$ cat src/pkg/mfc_pkg.sv
// Function
// underflow with recovery disable clear turns transmitter off, clears transmitter-on flag
// recovery disable set: underflow skips to next frame start and restarts transmission
// recovery disable bit always read/write, cleared by reset, kept on stop
// look-ahead raises receive interrupt after first buffer descriptor write-back too
// look-ahead: packets start only in buffers whose descriptor has start flag
// after last descriptor, scan for next start entry, clearing ownership of skipped owned entries
// host-owned entry without start flag is left alone, scan moves on
// start entry not owned: stop scan and poll that entry periodically
// owned start entry: stop scan, keep descriptor, wait for next frame
// look-ahead enable always read/write, reset to zero, kept on stop
// bit 4 disables two-part deferral; cleared by reset, kept on stop
// bit 3 selects modified back-off; cleared by reset; bits 2-0 reserved
// test mode set only by first write after reset; zero locks it off
// bit 14 set disables burst transaction counter; cleared by reset
// timer enable allows mixed accesses per mastership until timer expires or idle
// timer mode releases bus after about 1 us with no request
// timer clear: one access type per mastership, ascending buffer addresses
// bit 12 stops automatic transmit polling; demand bit triggers polls; none while off (code acts on demand only while bit 12 is set)
// auto-pad pads short frames to 64 bytes with checksum appended
// auto-strip removes pad and checksum from received frames
// overflow flag set on counter overflow, write-one clears, reset/stop clear
// overflow mask set keeps flag from summary interrupt
// overflow mask set by reset, kept on stop
package mfc_pkg;
  localparam logic [3:0] ADDR_FEATURE = 4'h0;
  localparam logic [3:0] ADDR_STATUS = 4'h4;
  localparam logic [3:0] ADDR_CMD = 4'h8;
  localparam logic [3:0] ADDR_TEST_A = 4'hc;
  localparam int BIT_TEST = 15;
  localparam int BIT_BURST_DIS = 14;
  localparam int BIT_TIMER = 13;
  localparam int BIT_POLL_DIS = 12;
  localparam int BIT_APAD = 11;
  localparam int BIT_ASTRP = 10;
  localparam int BIT_MISSED_FRAME_OVERFLOW_FLAG = 9;
  localparam int BIT_MISSED_FRAME_OVERFLOW_MASK = 8;
  localparam int BIT_TRANSMIT_UNDERFLOW_ERROR_DIS = 6;
  localparam int BIT_LAPP = 5;
  localparam int BIT_DEFER_DIS = 4;
  localparam int BIT_MODIFIED_BACKOFF_ENABLE = 3;
  // status bits
  localparam int ST_TRANSMITTER_ON_FLAG = 0;
  localparam int ST_SUMMARY = 1;
  localparam int ST_RECEIVE_INTERRUPT_FLAG = 2;
  localparam int ST_BUS_HELD = 3;
  localparam int ST_SCAN_POLL = 4;
  localparam int ST_SCAN_WAIT = 5;
  localparam int ST_TEST_ARMED = 6;
  // command bits
  localparam int CMD_STOP = 0;
  localparam int CMD_SOFT_RESET = 1;
  localparam int CMD_TX_DEMAND = 2;
  localparam int CMD_TX_START = 3;
  localparam logic [15:0] FEATURE_RESET = 16'h0100;
  localparam int PAD_MIN_BYTES = 64;
  localparam int CLK_MHZ = 40;
  localparam int HOLD_NS = 1000;
  localparam int HOLD_CYCLES = (HOLD_NS * CLK_MHZ) / 1000;
  localparam int POLL_CYCLES = 64;
  typedef enum logic [1:0] {SCAN_IDLE, SCAN_RUN, SCAN_POLL, SCAN_WAIT} mfc_scan_type;
endpackage : mfc_pkg

$ cat src/logic/mfc_feature_ctrl.sv
// The address map and the Wishbone register port were decided locally.
module mfc_feature_ctrl #(
  parameter int HOLD_CYCLES = mfc_pkg::HOLD_CYCLES,
  parameter int POLL_CYCLES = mfc_pkg::POLL_CYCLES
) (
  input wire logic clk_i,
  input wire logic rst_i,
  // classic wishbone slave
  input wire logic cyc_i,
  input wire logic stb_i,
  input wire logic we_i,
  input wire logic [3:0] adr_i,
  input wire logic [3:0] sel_i,
  input wire logic [31:0] dat_i,
  output logic [31:0] dat_o,
  output logic ack_o,
  // reset-register read from the register port outside this bank
  input wire logic reset_reg_read_i,
  // transmit side events
  input wire logic transmit_underflow_error_i,
  input wire logic tx_frame_start_found_i,
  output logic transmitter_on_flag_o,
  output logic tx_ring_skip_o,
  output logic tx_poll_o,
  output logic two_part_deferral_disable_o,
  output logic modified_backoff_enable_o,
  output logic auto_pad_transmit_o,
  output logic auto_strip_receive_o,
  output logic burst_counter_disable_o,
  output logic test_mode_enable_o,
  // receive descriptor scanning
  input wire logic rx_first_desc_done_i,
  input wire logic rx_last_desc_done_i,
  input wire logic desc_valid_i,
  input wire logic desc_own_i,
  input wire logic desc_start_i,
  input wire logic rx_frame_arrive_i,
  output logic desc_fetch_o,
  output logic desc_clear_own_o,
  output logic desc_advance_o,
  output logic rx_start_allowed_o,
  output logic receive_interrupt_flag_o,
  // bus mastership
  input wire logic bus_req_i,
  input wire logic bus_req_type_change_i,
  output logic bus_hold_o,
  // missed frame counter overflow
  input wire logic missed_frame_counter_ovf_i,
  output logic interrupt_summary_flag_o
);

  initial begin
    if (HOLD_CYCLES < 1 || HOLD_CYCLES > 65535) $error("HOLD_CYCLES out of range");
    if (POLL_CYCLES < 1 || POLL_CYCLES > 65535) $error("POLL_CYCLES out of range");
  end

  typedef struct packed {
    logic [15:0] feat;
    logic test_armed;
    logic transmitter_on_flag;
    logic skip;
    logic poll;
    logic receive_interrupt_flag;
    logic summary;
    mfc_pkg::mfc_scan_type scan;
    logic fetch;
    logic clr_own;
    logic adv;
    logic rx_ok;
    logic [15:0] poll_cnt;
    logic hold;
    logic [15:0] hold_cnt;
    logic ack;
    logic [31:0] rdata;
  } mfc_state_type;

  mfc_state_type st;
  mfc_state_type next_st;

  function automatic logic [15:0] merge16(input logic [15:0] old, input logic [31:0] d, input logic [3:0] s);
    merge16 = {s[1] ? d[15:8] : old[15:8], s[0] ? d[7:0] : old[7:0]};
  endfunction : merge16

  logic req;
  logic wr;
  logic rd;
  logic stop;
  logic [15:0] wval;
  assign req = cyc_i && stb_i && !st.ack;
  assign wr = req && we_i;
  assign rd = req && !we_i;
  assign stop = wr && adr_i == mfc_pkg::ADDR_CMD && sel_i[0] && dat_i[mfc_pkg::CMD_STOP];
  assign wval = merge16(st.feat, dat_i, sel_i);

  always_comb begin
    next_st = st;
    next_st.ack = req;
    next_st.fetch = 1'b0;
    next_st.clr_own = 1'b0;
    next_st.adv = 1'b0;
    next_st.skip = 1'b0;
    next_st.poll = 1'b0;
    next_st.receive_interrupt_flag = 1'b0;
    // ------------------------------------------------------------
    // register writes
    // ------------------------------------------------------------
    if (wr && adr_i == mfc_pkg::ADDR_FEATURE) begin
      next_st.feat[15:10] = wval[15:10];
      next_st.feat[8] = wval[8];
      next_st.feat[6:3] = wval[6:3];
      next_st.feat[2:0] = 3'h0;
      // a one keeps test mode once set; only the first write after reset can raise it
      if (wval[mfc_pkg::BIT_TEST] && (st.test_armed || st.feat[mfc_pkg::BIT_TEST])) begin
        next_st.feat[mfc_pkg::BIT_TEST] = 1'b1;
      end else begin
        next_st.feat[mfc_pkg::BIT_TEST] = 1'b0;
      end
      if (sel_i[1]) begin
        next_st.test_armed = 1'b0;
      end
      if (sel_i[1] && wval[mfc_pkg::BIT_MISSED_FRAME_OVERFLOW_FLAG]) begin
        next_st.feat[mfc_pkg::BIT_MISSED_FRAME_OVERFLOW_FLAG] = 1'b0;
      end
    end
    if (stop) begin
      next_st.feat[mfc_pkg::BIT_MISSED_FRAME_OVERFLOW_FLAG] = 1'b0;
      next_st.transmitter_on_flag = 1'b0;
    end
    if (wr && adr_i == mfc_pkg::ADDR_CMD && sel_i[0] && dat_i[mfc_pkg::CMD_TX_START] && !stop) begin
      next_st.transmitter_on_flag = 1'b1;
    end
    if (missed_frame_counter_ovf_i) begin
      next_st.feat[mfc_pkg::BIT_MISSED_FRAME_OVERFLOW_FLAG] = 1'b1;
    end
    next_st.summary = next_st.feat[mfc_pkg::BIT_MISSED_FRAME_OVERFLOW_FLAG] && !next_st.feat[mfc_pkg::BIT_MISSED_FRAME_OVERFLOW_MASK];
    // ------------------------------------------------------------
    // transmit underflow and polling
    // ------------------------------------------------------------
    if (transmit_underflow_error_i && st.transmitter_on_flag) begin
      if (st.feat[mfc_pkg::BIT_TRANSMIT_UNDERFLOW_ERROR_DIS]) begin
        next_st.skip = 1'b1;
      end else begin
        next_st.transmitter_on_flag = 1'b0;
      end
    end
    if (st.transmitter_on_flag && !st.feat[mfc_pkg::BIT_POLL_DIS]) begin
      next_st.poll = st.poll_cnt == 16'h0000;
    end else if (st.transmitter_on_flag && wr && adr_i == mfc_pkg::ADDR_CMD && sel_i[0] && dat_i[mfc_pkg::CMD_TX_DEMAND]) begin
      next_st.poll = 1'b1;
    end
    // ------------------------------------------------------------
    // receive look-ahead scan
    // ------------------------------------------------------------
    if (rx_last_desc_done_i || (rx_first_desc_done_i && st.feat[mfc_pkg::BIT_LAPP])) begin
      next_st.receive_interrupt_flag = 1'b1;
    end
    if (st.poll_cnt == 16'h0000) begin
      next_st.poll_cnt = 16'(POLL_CYCLES - 1);
    end else begin
      next_st.poll_cnt = st.poll_cnt - 16'h0001;
    end
    case (st.scan)
      mfc_pkg::SCAN_IDLE: begin
        next_st.rx_ok = 1'b1;
        if (rx_last_desc_done_i && st.feat[mfc_pkg::BIT_LAPP]) begin
          next_st.scan = mfc_pkg::SCAN_RUN;
          next_st.rx_ok = 1'b0;
          next_st.adv = 1'b1;
          next_st.fetch = 1'b1;
        end
      end
      mfc_pkg::SCAN_RUN: begin
        if (desc_valid_i) begin
          if (desc_start_i && desc_own_i) begin
            next_st.scan = mfc_pkg::SCAN_WAIT;
          end else if (desc_start_i) begin
            next_st.scan = mfc_pkg::SCAN_POLL;
          end else begin
            next_st.clr_own = desc_own_i;
            next_st.adv = 1'b1;
            next_st.fetch = 1'b1;
          end
        end
      end
      mfc_pkg::SCAN_POLL: begin
        if (st.poll_cnt == 16'h0000) begin
          next_st.fetch = 1'b1;
        end
        if (desc_valid_i && desc_start_i && desc_own_i) begin
          next_st.scan = mfc_pkg::SCAN_WAIT;
        end
      end
      mfc_pkg::SCAN_WAIT: begin
        if (rx_frame_arrive_i) begin
          next_st.scan = mfc_pkg::SCAN_IDLE;
          next_st.rx_ok = 1'b1;
        end
      end
      default: next_st.scan = mfc_pkg::SCAN_IDLE;
    endcase
    // ------------------------------------------------------------
    // bus mastership hold
    // ------------------------------------------------------------
    if (bus_req_i) begin
      if (!st.feat[mfc_pkg::BIT_TIMER] && st.hold && bus_req_type_change_i) begin
        next_st.hold = 1'b0;
      end else begin
        next_st.hold = 1'b1;
        next_st.hold_cnt = 16'(HOLD_CYCLES);
      end
    end else if (st.feat[mfc_pkg::BIT_TIMER] && st.hold) begin
      if (st.hold_cnt <= 16'h0001) begin
        next_st.hold = 1'b0;
      end else begin
        next_st.hold_cnt = st.hold_cnt - 16'h0001;
      end
    end else begin
      next_st.hold = 1'b0;
    end
    // ------------------------------------------------------------
    // read data
    // ------------------------------------------------------------
    next_st.rdata = 32'h0000_0000;
    if (rd) begin
      case (adr_i)
        mfc_pkg::ADDR_FEATURE: next_st.rdata = {16'h0000, st.feat};
        mfc_pkg::ADDR_STATUS: next_st.rdata = {25'h000_0000, st.test_armed, st.scan == mfc_pkg::SCAN_WAIT,
          st.scan == mfc_pkg::SCAN_POLL, st.hold, st.receive_interrupt_flag, st.summary, st.transmitter_on_flag};
        default: next_st.rdata = 32'h0000_0000;
      endcase
    end
    if (rst_i || reset_reg_read_i) begin
      next_st.feat[mfc_pkg::BIT_TRANSMIT_UNDERFLOW_ERROR_DIS] = 1'b0;
    end
  end

  always_ff @(posedge clk_i) begin
    if (rst_i || reset_reg_read_i) begin
      st <= '0;
      st.feat <= mfc_pkg::FEATURE_RESET;
      st.test_armed <= 1'b1;
      st.poll_cnt <= 16'h0000;
      st.hold_cnt <= 16'h0000;
    end else begin
      st <= next_st;
    end
  end

  assign dat_o = st.rdata;
  assign ack_o = st.ack;
  assign transmitter_on_flag_o = st.transmitter_on_flag;
  assign tx_ring_skip_o = st.skip;
  assign tx_poll_o = st.poll;
  assign two_part_deferral_disable_o = st.feat[mfc_pkg::BIT_DEFER_DIS];
  assign modified_backoff_enable_o = st.feat[mfc_pkg::BIT_MODIFIED_BACKOFF_ENABLE];
  assign auto_pad_transmit_o = st.feat[mfc_pkg::BIT_APAD];
  assign auto_strip_receive_o = st.feat[mfc_pkg::BIT_ASTRP];
  assign burst_counter_disable_o = st.feat[mfc_pkg::BIT_BURST_DIS];
  assign test_mode_enable_o = st.feat[mfc_pkg::BIT_TEST];
  assign desc_fetch_o = st.fetch;
  assign desc_clear_own_o = st.clr_own;
  assign desc_advance_o = st.adv;
  assign rx_start_allowed_o = st.rx_ok;
  assign receive_interrupt_flag_o = st.receive_interrupt_flag;
  assign bus_hold_o = st.hold;
  assign interrupt_summary_flag_o = st.summary;

  // ------------------------------------------------------------
  // helper: idle cycles while the timer holds the bus
  // ------------------------------------------------------------
  logic [16:0] idle_cnt;

  always_ff @(posedge clk_i) begin
    if (rst_i || reset_reg_read_i || !(st.feat[13] && bus_hold_o && !bus_req_i)) begin
      idle_cnt <= 17'h0_0000;
    end else if (idle_cnt != 17'h1_ffff) begin
      idle_cnt <= idle_cnt + 17'h0_0001;
    end
  end
endmodule : mfc_feature_ctrl

$ cat config.mk
export PLATFORM = sky130hd
export DESIGN_NAME = mfc_feature_ctrl
export DESIGN_NICKNAME = d
export VERILOG_FILES = /design/src/pkg/mfc_pkg.sv /design/src/logic/mfc_feature_ctrl.sv
export SDC_FILE = /design/constraint.sdc
export NUM_CORES = 1
export LEC_CHECK = 0
export ABC_AREA = 1
export BUFFER_PORTS_ARGS = -buffer_cell sky130_fd_sc_hd__buf_2
export CAP_MARGIN = 40
export CORE_ASPECT_RATIO = 0.8
export CORE_UTILIZATION = 52
export CTS_CLUSTER_SIZE = 30
export DETAILED_ROUTE_END_ITERATION = 6
export PLACE_DENSITY = 0.9
export SKIP_LAST_GASP = 1
export SLEW_MARGIN = 10
export SYNTH_ARGS = -nofsm -noshare
export SYNTH_HDL_FRONTEND = slang
export SYNTH_SLANG_ARGS = --single-unit
$ cat constraint.sdc
create_clock -name clk_i -period 1.9 [get_ports clk_i]
set_input_delay 0.475 -clock clk_i [delete_from_list [all_inputs] [get_ports clk_i]]
set_output_delay 0.475 -clock clk_i [all_outputs]
set_load 0.01 [all_outputs]
; ---- Word level (Yosys, flattened, before mapping)
; Index checks and enable logic that the tools add are counted.
; W data, S select, Z words.
[totals]
ff_bits = 90
in_bits = 57
output_inout_bits = 49
elab_cells = 129
[op_classes]
n_addsub = 2
magnitude_cmp = 1
eq_ne = 13
muxes = 38
bitwise_logic = 4
n_reduce_logical = 50
[op_table]
columns = op, count
row1 = $mux W16, 3
row2 = $pmux W16 S2, 1
row3 = $sub A16 B1 Y16 const B, 2
row4 = $logic_and A1 B1 Y1, 27
row5 = $mux W17, 1
row6 = $le A16 B1 Y1 const B, 1
row7 = $logic_not A16 Y1, 1
row8 = $mux W1, 16
row9 = $mux W2, 7
row10 = $ne A2 B2 Y1 const B, 6
row11 = $mux W3, 3
row12 = $mux W8, 1
row13 = $pmux W2 S4, 1
row14 = $logic_not A1 Y1, 6
row15 = $mux W6, 1
row16 = $reduce_and A2 Y1, 3
row17 = $reduce_or A2 Y1, 3
row18 = $mux W5, 1
row19 = $reduce_and A5 Y1, 1
row20 = $reduce_or A5 Y1, 1
row21 = $eq A2 B2 Y1 const B, 2
row22 = $eq A4 B3 Y1 const B, 1
row23 = $eq A4 B4 Y1 const B, 1
row24 = $logic_not A4 Y1, 1
row25 = other kinds (10), 17

; ---- Depth between registers and ports, before layout
; Gate-level depths: netlist (run 1).
[logic_depth]
depth_word = 11
ltp_mapped = 13
depth_no_buf = 13

; ---- Worst setup path after synthesis (run 1)
; Ideal clock, no wire load.
[synth_timing]
path_type = register -> register
from = reg st[33] (netlist name)
to = reg st[39] (netlist name)
setup_ps = 68
arrival_ps = 1438
slack_ps = 394
stages_incl_launch_ff = 12
path_buffers = 1
path_cell_list = dfxtp_1 > inv_1 > ha_1 > inv_1 > nand2_1 > nand2_1 > nor2_1 > nand2_2 > a21oi_4 > buf_6 > nand2_1 > a21oi_2
[synth_via]
elab_chain_len = 4
[synth_rtl]
columns = element, line_no
row1 = from (decl), mfc_feature_ctrl.sv:77  ; mfc_state_type st;
row2 = from (signal assigned), mfc_feature_ctrl.sv:245  ; st <= next_st;
row3 = $sub A16 B1 Y16, mfc_feature_ctrl.sv:215  ; next_st.hold_cnt = st.hold_cnt - 16'h0001;
row4 = $mux W16, mfc_feature_ctrl.sv:212  ; if (st.hold_cnt <= 16'h0001) begin
row5 = $mux W16, mfc_feature_ctrl.sv:211  ; end else if (st.feat[mfc_pkg::BIT_TIMER] && st.hold) begin
row6 = $mux W17, mfc_feature_ctrl.sv:204  ; if (bus_req_i) begin
; Several ways; a longest one is shown, not always the timed one. The select of a mux whose other input is x is not followed.
; A chain may end at the register's enable or synchronous reset.

; ---- Worst setup path after layout (run 1)
[layout_timing]
from = reg st[33] (netlist name)
to = reg st[48] (netlist name)
; The elaborated chain is that of the path after synthesis.

==> results of run 1 <==
worst max-delay path by stage:
| stage | from | end | slack (ps) | depth (start not counted) |
|---|---|---|---|---|
| final | st[33] | st[48] | 140 | 12 |
| after global routing | st[33] | st[48] | 20 | 12 |
| after CTS | st[33] | st[48] | 60 | 11 |
| after detailed placement | st[33] | st[45] | 110 | 11 |
| after global placement | st[33] | st[48] | 180 | 11 |
| after floorplan | st[33] | st[39] | 390 | 11 |
cells in the mapped netlist:
library cell  count
a31o_2            1
nor3b_1           2
nor2_2            8
nor4_1            1
nand2_4           1
or2_2             4
buf_6             2
or2_0             1
buf_4            32
a21oi_2           5
clkinv_1          1
conb_1            1
nor3_1            8
inv_1            56
o211ai_1          1
clkbuf_1          3
a31oi_1           6
xor2_1            4
a21oi_1          30
nand4_2           1
o21bai_1          1
o21ai_0          18
nand3b_1          1
nand2_2           3
a21oi_4           1
buf_1             2
nor2_1           91
buf_2             1
dfxtp_1          73
and2_1            1
ha_1              4
nand2_1         115
or2_1             2
nand3_1          29
nand4_1           6
xnor2_1           1
cell families after synthesis:
kind of cell,count (synthesis)
fa+ha+maj,4
simple gates,274
xor+xnor,5
other cells,1
flops,73
compound gates,63
buf+inv,97
per-stage QoR:
| step | instance area (um2) | std cells | hold WS [ps] | setup slack, ps |
|---|---|---|---|---|
| final | 4050 | 667 | 366 | 144 |
| after global routing | 4050 | 667 | 364 | 15.6 |
| after CTS | 4030 | 666 | 351 | 64.1 |
| after detailed placement | 3850 | 650 | 412 | 115 |
| after global placement | 3850 | 650 | 413 | 184 |
| after floorplan | 3650 | 533 | 403 | 394 |
area by class of cell:
| cell class | instances | area share |
|---|---|---|
| flip-flops and latches | 73 | 0.361 |
| repair buffers | 74 | 0.0988 |
| well taps | 84 | 0.0259 |
| multi-input cells | 363 | 0.416 |
| inverters | 57 | 0.0528 |
| clock inverters | 7 | 0.0151 |
| clock buffers | 9 | 0.0306 |
power groups by stage:
stage	Clock, mW	Combinational (mW)	Sequential [mW]
2_1_floorplan	0	0.581	1.68
3_3_place_gp	0	0.685	1.68
3_5_place_dp	0	0.720	1.69
4_1_cts	1.16	0.726	1.65
5_1_grt	1.23	0.843	1.66
6_report	1.14	0.736	1.65
critical path: stages (launching register included):
cell and delay (ps):
dfxtp_1 330, inv_1 150, ha_1 240, inv_1 70, nand2_1 60, nand2_1 40
nor2_1 110, nand2_2 100, a21oi_4 180, buf_12 150, nor2_1 60, nor2_1 100
nor2_1 50
routing by layer:
layer | global-route usage | up-vias | routed length, um
met5 | 0 | - | 0
met4 | 0.105 | 0 | 147
met3 | 0.0599 | 23 | 547
met2 | 0.402 | 135 | 3900
met1 | 0.283 | 1579 | 3550
li1 | - | 1706 | -
cells in the final DEF, fill, tap and decap left out:
cell	instances
o21ai_0	18
or2_2	4
nand2_2	3
a31o_2	1
conb_1	17
o21bai_1	1
clkinv_1	1
xor2_1	4
nand2_4	1
nor2_1	91
nand2_1	115
inv_6	2
or2_1	2
o211ai_1	1
nand4_2	1
nor3_1	8
nor2_2	8
a21oi_1	30
xnor2_1	1
nor3b_1	2
or2_0	1
nand3_1	29
nor4_1	1
buf_2	67
inv_8	1
ha_1	4
buf_12	1
a31oi_1	6
nand4_1	6
a21oi_4	1
a21oi_2	5
buf_4	6
nand3b_1	1
inv_1	56
clkbuf_8	9
dfxtp_1	73
clkinvlp_4	2
clkinv_4	2
and2_1	1
==> impl_metrics.json, run 1 <==
{
  "status": "completed",
  "combPwrFrac": 0.208,
  "post-cts-setup-buffer-count": 0,
  "cts_tree": "built",
  "dieHeight_um": 76.3,
  "synth_area_leaders": "dfxtp_1 41%, nand2_1 12%, nor2_1 9.5%",
  "required_ps": 2140,
  "drtAntennaViolNets": 0,
  "power.switching_mw": 1.18,
  "first_iter_violations": 188,
  "synthXorXnorAreaFrac": 0.0122,
  "synth_area_um2": 3590,
  "cp.arrival_ps": 1990,
  "synthCells": 517,
  "switching_share": 0.333,
  "start_kind": "flip-flop",
  "htreeDepth": 3,
  "gr-total-overflow": 0,
  "reg2reg_to": "st[48]",
  "min_path_type": "input port to flip-flop",
  "path_clk_slew_ps": 90,
  "clkLatencyLatePin_ps": 360,
  "cts_hold_buf": 0,
  "core-area_um2": 6540,
  "multi_input_area_um2": 1690,
  "synth_compound_area_frac": 0.101,
  "worstRegToRegCells": 12,
  "area_growth_pct": 12.9,
  "min_period_ps": 1760,
  "r2r_setup_slack_ps": 140,
  "peakVddDrop_mv": 0.529,
  "post-layout-total-power_mw": 3.53,
  "period_share": 0.924,
  "row_count": 26,
  "regArea_um2": 1460,
  "setup_viol": 0,
  "whs_path_depth": 3,
  "grt_setup_unrepaired": "no",
  "yosys_warnings": 0,
  "fp.dieArea_um2": 7240,
  "synth_area_per_cell_um2": 6.94,
  "gp_congestion": 0.928,
  "largest_reg_flops": 40,
  "wirelength_mm": 8.14,
  "drc_errors": 0,
  "finalHoldViolations": 0,
  "yosys.cell_types.count": 36,
  "root_buffer": "clkbuf_8",
  "cts_buffers": 9,
  "power_frac_seq": 0.468,
  "finClkSkew_ps": 13.6,
  "yosys_register_bits": 73,
  "yosys.area.top_type": "dfxtp_1",
  "internal_power_mw": 2.36,
  "start_util": 0.549,
  "p_leak_nw": 1.95,
  "final_util": 0.620,
  "setup.worst_path.class": "flip-flop to flip-flop",
  "drv_slew": 0,
  "synth_top_family_by_area": "simple AND/OR/NAND/NOR gates",
  "synthAdderAreaFrac": 0.0139,
  "p_clk_frac": 0.324,
  "hold_path_end": "auto_strip_receive_o",
  "grt_pass1_wl_mm": 13.6,
  "fill_cells": 565,
  "grt.total_usage": 0.239,
  "wl_per_cell_um": 12.2,
  "antenna_found_initial": 0,
  "end_kind": "flip-flop",
  "synth-seq-area-share": 0.407,
  "maxCapViolations": 0,
  "synth_mux_area_frac": 0,
  "vias": 3443,
  "cts-resized-gates": 0,
  "firstDrtPassIters": 5,
  "yosysTopAreaCellShare": 0.407,
  "io_buffers": 67,
  "synthSimpleGateAreaFrac": 0.325,
  "top_register": "st",
  "cts_sinks": 73,
  "clk_path_buf_depth": 2,
  "dp_hpwl_mm": 6.02,
  "antenna-diode-count": 0,
  "power_density_nw_per_um2": 872,
  "min_from": "dat_i[10]",
  "r2r-start": "st[33]",
  "fp.dieW_um": 94.9,
  "grt_pass1_vias": 3141,
  "grt_max_degree": 22,
  "drive_gt1_frac": 0.196,
  "fmaxAchievable_mhz": 569,
  "viasPerCell": 5.16,
  "layout.nets": 639,
  "worst_pin_slew_ps": 585,
  "tns_ps": 0,
  "slew_headroom": 0.609,
  "path_max_fanout": 14,
  "io_pins": 106
}
Power figures use the tool's default switching activity.
==> run 2: changes to the inputs <==
CORE_ASPECT_RATIO = 1.2   (was 0.8)
CORE_UTILIZATION = 40   (was 52)
PLACE_DENSITY = 0.74   (was 0.9)
==> run 2 against run 1 <==
Effect of this change:
- via count decreased by 4.2%
- maximum frequency increased by 1.9%
- hold slack got worse by 1.3 ps
- non-clock buffer count increased by 1
- final area increased by 1.9%
- clock skew decreased by 2.3 ps
- sequential power about the same
- sequential share of layout area decreased by 0.66 points
- total power increased by 4.3%
- critical path type unchanged
- largest power group unchanged
==> impl_metrics.json, run 2 (synthesis results as in run 1) <==
{
  "io_pins": 106,
  "path_clk_slew_ps": 90,
  "firstDrtPassIters": 4,
  "period_share": 0.907,
  "wirelength_mm": 7.76,
  "worst_pin_slew_ps": 535,
  "combPwrFrac": 0.201,
  "top_register": "st",
  "start_util": 0.415,
  "cp.arrival_ps": 1960,
  "clkLatencyLatePin_ps": 360,
  "power_frac_seq": 0.448,
  "wl_per_cell_um": 11.1,
  "antenna_found_initial": 0,
  "row_count": 37,
  "grt_setup_unrepaired": "no",
  "post_dp_cell_area_um2": 3900,
  "cts_buffers": 9,
  "finalHoldViolations": 0,
  "path_cells": "inv_1 > ha_2 > inv_1 > nand2_1 > nand2_1 > nor2_1 > nand2_2 > a21oi_4 > buf_12 > nor2_1 > nor2_1 > nor2_1",
  "gp_congestion": 0.937,
  "setup_viol": 0,
  "area_growth_pct": 15.0,
  "core-area_um2": 8660,
  "switching_share": 0.320,
  "fin_area_um2": 4130,
  "fill_cells": 879,
  "min_period_ps": 1720,
  "io_buffers": 67,
  "root_buffer": "clkbuf_8",
  "crit_family": "simple AND/OR/NAND/NOR gates",
  "dp_hpwl_mm": 5.84,
  "tns_ps": 0,
  "layout.nets": 640,
  "required_ps": 2140,
  "fp.dieArea_um2": 9360,
  "clk_path_buf_depth": 2,
  "antenna-diode-count": 0,
  "drc_errors": 0,
  "fmaxAchievable_mhz": 580,
  "start_kind": "flip-flop",
  "gr-total-overflow": 0,
  "setup.worst_path.class": "flip-flop to flip-flop",
  "p_leak_nw": 1.96,
  "cpMaxStageDelayCell": "dfxtp_1",
  "grt.total_usage": 0.176,
  "grt_max_degree": 30,
  "peakVddDrop_mv": 0.483,
  "grt_pass1_vias": 3087,
  "drtAntennaViolNets": 0,
  "path_buf_inv": 3,
  "crit_top_cell": "nor2_1",
  "cts_tree": "built",
  "worst-path-stages": 12,
  "whs_path_depth": 3,
  "finClkSkew_ps": 11.3,
  "end_kind": "flip-flop",
  "path_max_fanout": 14,
  "slowest_delay_ps": 340,
  "drv_slew": 0,
  "p_clk_frac": 0.350,
  "worstRegToRegCells": 12,
  "power.switching_mw": 1.18,
  "mostFrequentLayoutCell": "nand2_1",
  "largest_reg_flops": 40,
  "final_cell_mix": "115 x nand2_1, 91 x nor2_1, 73 x dfxtp_1, 67 x buf_2, 56 x inv_1",
  "viasPerCell": 4.70,
  "drive_gt1_frac": 0.199,
  "fp.dieW_um": 88.5,
  "vias": 3297,
  "htreeDepth": 3,
  "grt_pass1_wl_mm": 13.0,
  "power_density_nw_per_um2": 893,
  "dieHeight_um": 106,
  "status": "completed",
  "first_iter_violations": 184,
  "internal_power_mw": 2.51,
  "maxCapViolations": 0,
  "min_path_type": "input port to flip-flop",
  "slew_headroom": 0.643,
  "cts_sinks": 73
}
[run 2: power by group through the flow]
stage                     clock network, mW  registers (mW)  logic [mW]
final                                  1.29            1.65       0.743
after global routing                   1.38            1.66       0.864
after CTS                              1.31            1.65       0.740
after detailed placement                  0            1.69       0.737
after global placement                    0            1.68       0.713
after floorplan                           0            1.68       0.581
[run 2: path summary, 6_finish.rpt]
| check | from | to | slack, ps |
|---|---|---|---|
| max reg2reg | st[33] | st[47] | 180 |
| min reg2reg | st[90] | tx_poll_o | 440 |
| max | st[33] | st[47] | 180 |
| min | dat_i[8] | st[86] | 360 |
[run 2: metal layers]
layer,vias up,routed length [um],GRT usage
met4,0,137,0.0726
met5,-,0,0
met3,14,366,0.0556
met2,87,3940,0.300
li1,1704,-,-
met1,1492,3320,0.198
[run 2: through the flow]
stage          hold slack, ps  instances  total power, mW  worst slack (ps)   util
6_report                  364        701             3.69               177  0.477
5_1_grt                   345        701             3.91              25.5  0.477
4_1_cts                   343        700             3.71              53.8  0.474
3_5_place_dp              421        684             2.42              65.8  0.450
3_3_place_gp              408        684             2.40               138  0.450
2_1_floorplan             403        533             2.26               394      -
[run 2: worst reg2reg max path, delay by kind of cell (launching register included)]
family	cells	cell delay, ps
and+or+nand+nor	7	470
buffers and inverters	3	370
DFF	1	340
adders and majority gates	1	250
AOI/OAI and AO/OA	1	170
[run 2: area by class of cell]
| class | count | area, um2 | area share |
|---|---|---|---|
| repair buffers | 75 | 408 | 0.0988 |
| inverters | 57 | 214 | 0.0518 |
| clock buffers | 9 | 124 | 0.0300 |
| flip-flops and latches | 73 | 1460 | 0.354 |
| clock inverters | 7 | 85.1 | 0.0206 |
| multi-input cells | 363 | 1690 | 0.409 |
| well taps | 117 | 146 | 0.0355 |
[run 2: timing repair]
action	CTS	global route
hold buffers	0	0
gates resized for setup	0	1
endpoints found under the setup margin	0	14
setup buffers	0	1
==> run 3: changes to the inputs <==
clock period = 1.74 ns   (was 1.9 ns; I/O delays follow)
==> run 3 against run 2 <==
Effect of this change:
- first-iteration DRC count down 21%
- utilization up 0.35 points
- die area unchanged
- critical endpoint unchanged
- clock skew down 0.83 ps
- via count up 0.30%
- register-to-register slack about the same
- combinational power up 9.6%
- critical path depth unchanged
- clock power up 12%
- total power up 11%
- wire length down 1.5%
==> impl_metrics.json, run 3 (synthesis results as in run 1) <==
{
  "status": "completed",
  "core-area_um2": 8660,
  "start_util": 0.415,
  "drive_gt1_frac": 0.202,
  "path_clk_slew_ps": 80,
  "htreeDepth": 3,
  "gp_congestion": 0.904,
  "grt_pass1_vias": 3024,
  "start_kind": "flip-flop",
  "cpMaxStageDelayCell": "dfxtp_1",
  "fmaxAchievable_mhz": 646,
  "r2r-start": "st[33]",
  "wl_per_cell_um": 10.9,
  "cts-resized-gates": 0,
  "hold_path_end": "desc_clear_own_o",
  "io_pins": 106,
  "cts_sinks": 73,
  "post_dp_cell_area_um2": 3910,
  "fill_cells": 876,
  "root_buffer": "clkbuf_8",
  "required_ps": 1960,
  "layout.nets": 641,
  "grt_pass1_wl_mm": 12.7,
  "wirelength_mm": 7.64,
  "cp.arrival_ps": 1770,
  "fp.dieArea_um2": 9360,
  "grt_max_degree": 30,
  "fp.dieW_um": 88.5,
  "drv_slew": 0,
  "antenna-diode-count": 0,
  "firstDrtPassIters": 4,
  "worst_pin_slew_ps": 525,
  "antenna_found_initial": 0,
  "min_period_ps": 1550,
  "grt.total_usage": 0.172,
  "io_buffers": 67,
  "top_register": "st",
  "gr-max-usage-layer": "met2",
  "met1_usage": 0.205,
  "finClkSkew_ps": 10.5,
  "maxCapViolations": 0,
  "setup.worst_path.class": "flip-flop to flip-flop",
  "tns_ps": 0,
  "drc_errors": 0,
  "clk_path_buf_depth": 2,
  "post-cts-setup-buffer-count": 0,
  "use_met2": 0.298,
  "setup_viol": 0,
  "mostFrequentLayoutCell": "nand2_1",
  "slowest_delay_ps": 340,
  "dieHeight_um": 106,
  "first_iter_violations": 145,
  "finalHoldViolations": 0,
  "row_count": 37,
  "crit_top_cell": "nor2_1",
  "min_from": "desc_own_i",
  "largest_reg_flops": 40,
  "period_share": 0.890,
  "r2r_setup_slack_ps": 190,
  "grt_setup_unrepaired": "no",
  "slew_headroom": 0.649,
  "drtAntennaViolNets": 0,
  "area_growth_pct": 15.9,
  "gr-total-overflow": 0,
  "final_util": 0.480,
  "grt_use_met3": 0.0525,
  "dp_hpwl_mm": 5.75,
  "path_max_fanout": 6,
  "reg2reg_to": "st[47]",
  "cts_hold_buf": 0,
  "peakVddDrop_mv": 0.419,
  "final_cell_mix": "114 x nand2_1, 91 x nor2_1, 73 x dfxtp_1, 67 x buf_2, 55 x inv_1",
  "vias": 3307,
  "whs_path_depth": 3,
  "fin_area_um2": 4160,
  "cts_tree": "built",
  "path_cells": "inv_1 > ha_4 > inv_1 > nand2_1 > nand2_1 > nor2_1 > nand2_2 > a21oi_4 > buf_4 > nor2_1 > nor2_1 > nor2_1",
  "p_leak_nw": 1.98,
  "viasPerCell": 4.71,
  "end_kind": "flip-flop",
  "worstRegToRegCells": 12,
  "clkLatencyLatePin_ps": 340,
  "cts_buffers": 9,
  "power_density_nw_per_um2": 980,
  "min_path_type": "input port to flip-flop"
}
==> run 3: cell count changes in the layout (fill, tap and decap cells not counted), sizes merged <==
| cell | delta |
|---|---|
| bufinv | +1 |
| clkinv | +1 |
| inv | -2 |
| buf | +1 |
| clkbuf | +1 |
| clkinvlp | -1 |
==> run 3: final cells by class <==
| class | instances | area (um2) | share of cell area |
|---|---|---|---|
| Inverter | 57 | 214 | 0.0515 |
| Sequential cell | 73 | 1460 | 0.351 |
| Timing Repair Buffer | 76 | 403 | 0.0969 |
| Clock buffer | 10 | 128 | 0.0307 |
| Tap cell | 117 | 146 | 0.0352 |
| Clock inverter | 6 | 90.1 | 0.0217 |
| Multi-Input combinational cell | 363 | 1720 | 0.413 |
==> run 3: critical path, delay by kind of cell, from the launching register on <==
family | cells | cell delay (ps)
buffers and inverters | 3 | 320
and+or+nand+nor | 7 | 470
DFF | 1 | 340
adders and majority gates | 1 | 170
AOI/OAI and AO/OA | 1 | 130
==> run 3: stage by stage <==
step	hold slack (ps)	worst slack [ps]	power, mW	cells
2_1_floorplan	403	234	2.46	533
3_3_place_gp	407	157	2.62	686
3_5_place_dp	414	117	2.65	686
4_1_cts	317	100	4.10	702
5_1_grt	319	9.96	4.33	702
6_report	333	191	4.07	702
==> run 3: routing by layer <==
metal	vias to the layer above	routed length [um]
li1	1711	-
met3	5	275
met4	0	61
met1	1520	3330
met2	71	3980
met5	-	0
==> run 3: worst max path at each step <==
stage	from	endpoint	slack, ps	depth (start not counted)
finish	st[33]	st[47]	190	12
global route	st[55]	tx_poll_o	10	8
CTS	st[33]	st[35]	100	12
detailed placement	reset_reg_read_i	dat_o[15]	120	6
global placement	st[34]	st[44]	160	13
floorplan	st[33]	st[39]	230	11
==> run 3: power by group <==
group | switching (mW) | internal [mW]
sequential | 0.0580 | 1.75
clock | 0.639 | 0.816
combinational | 0.514 | 0.300
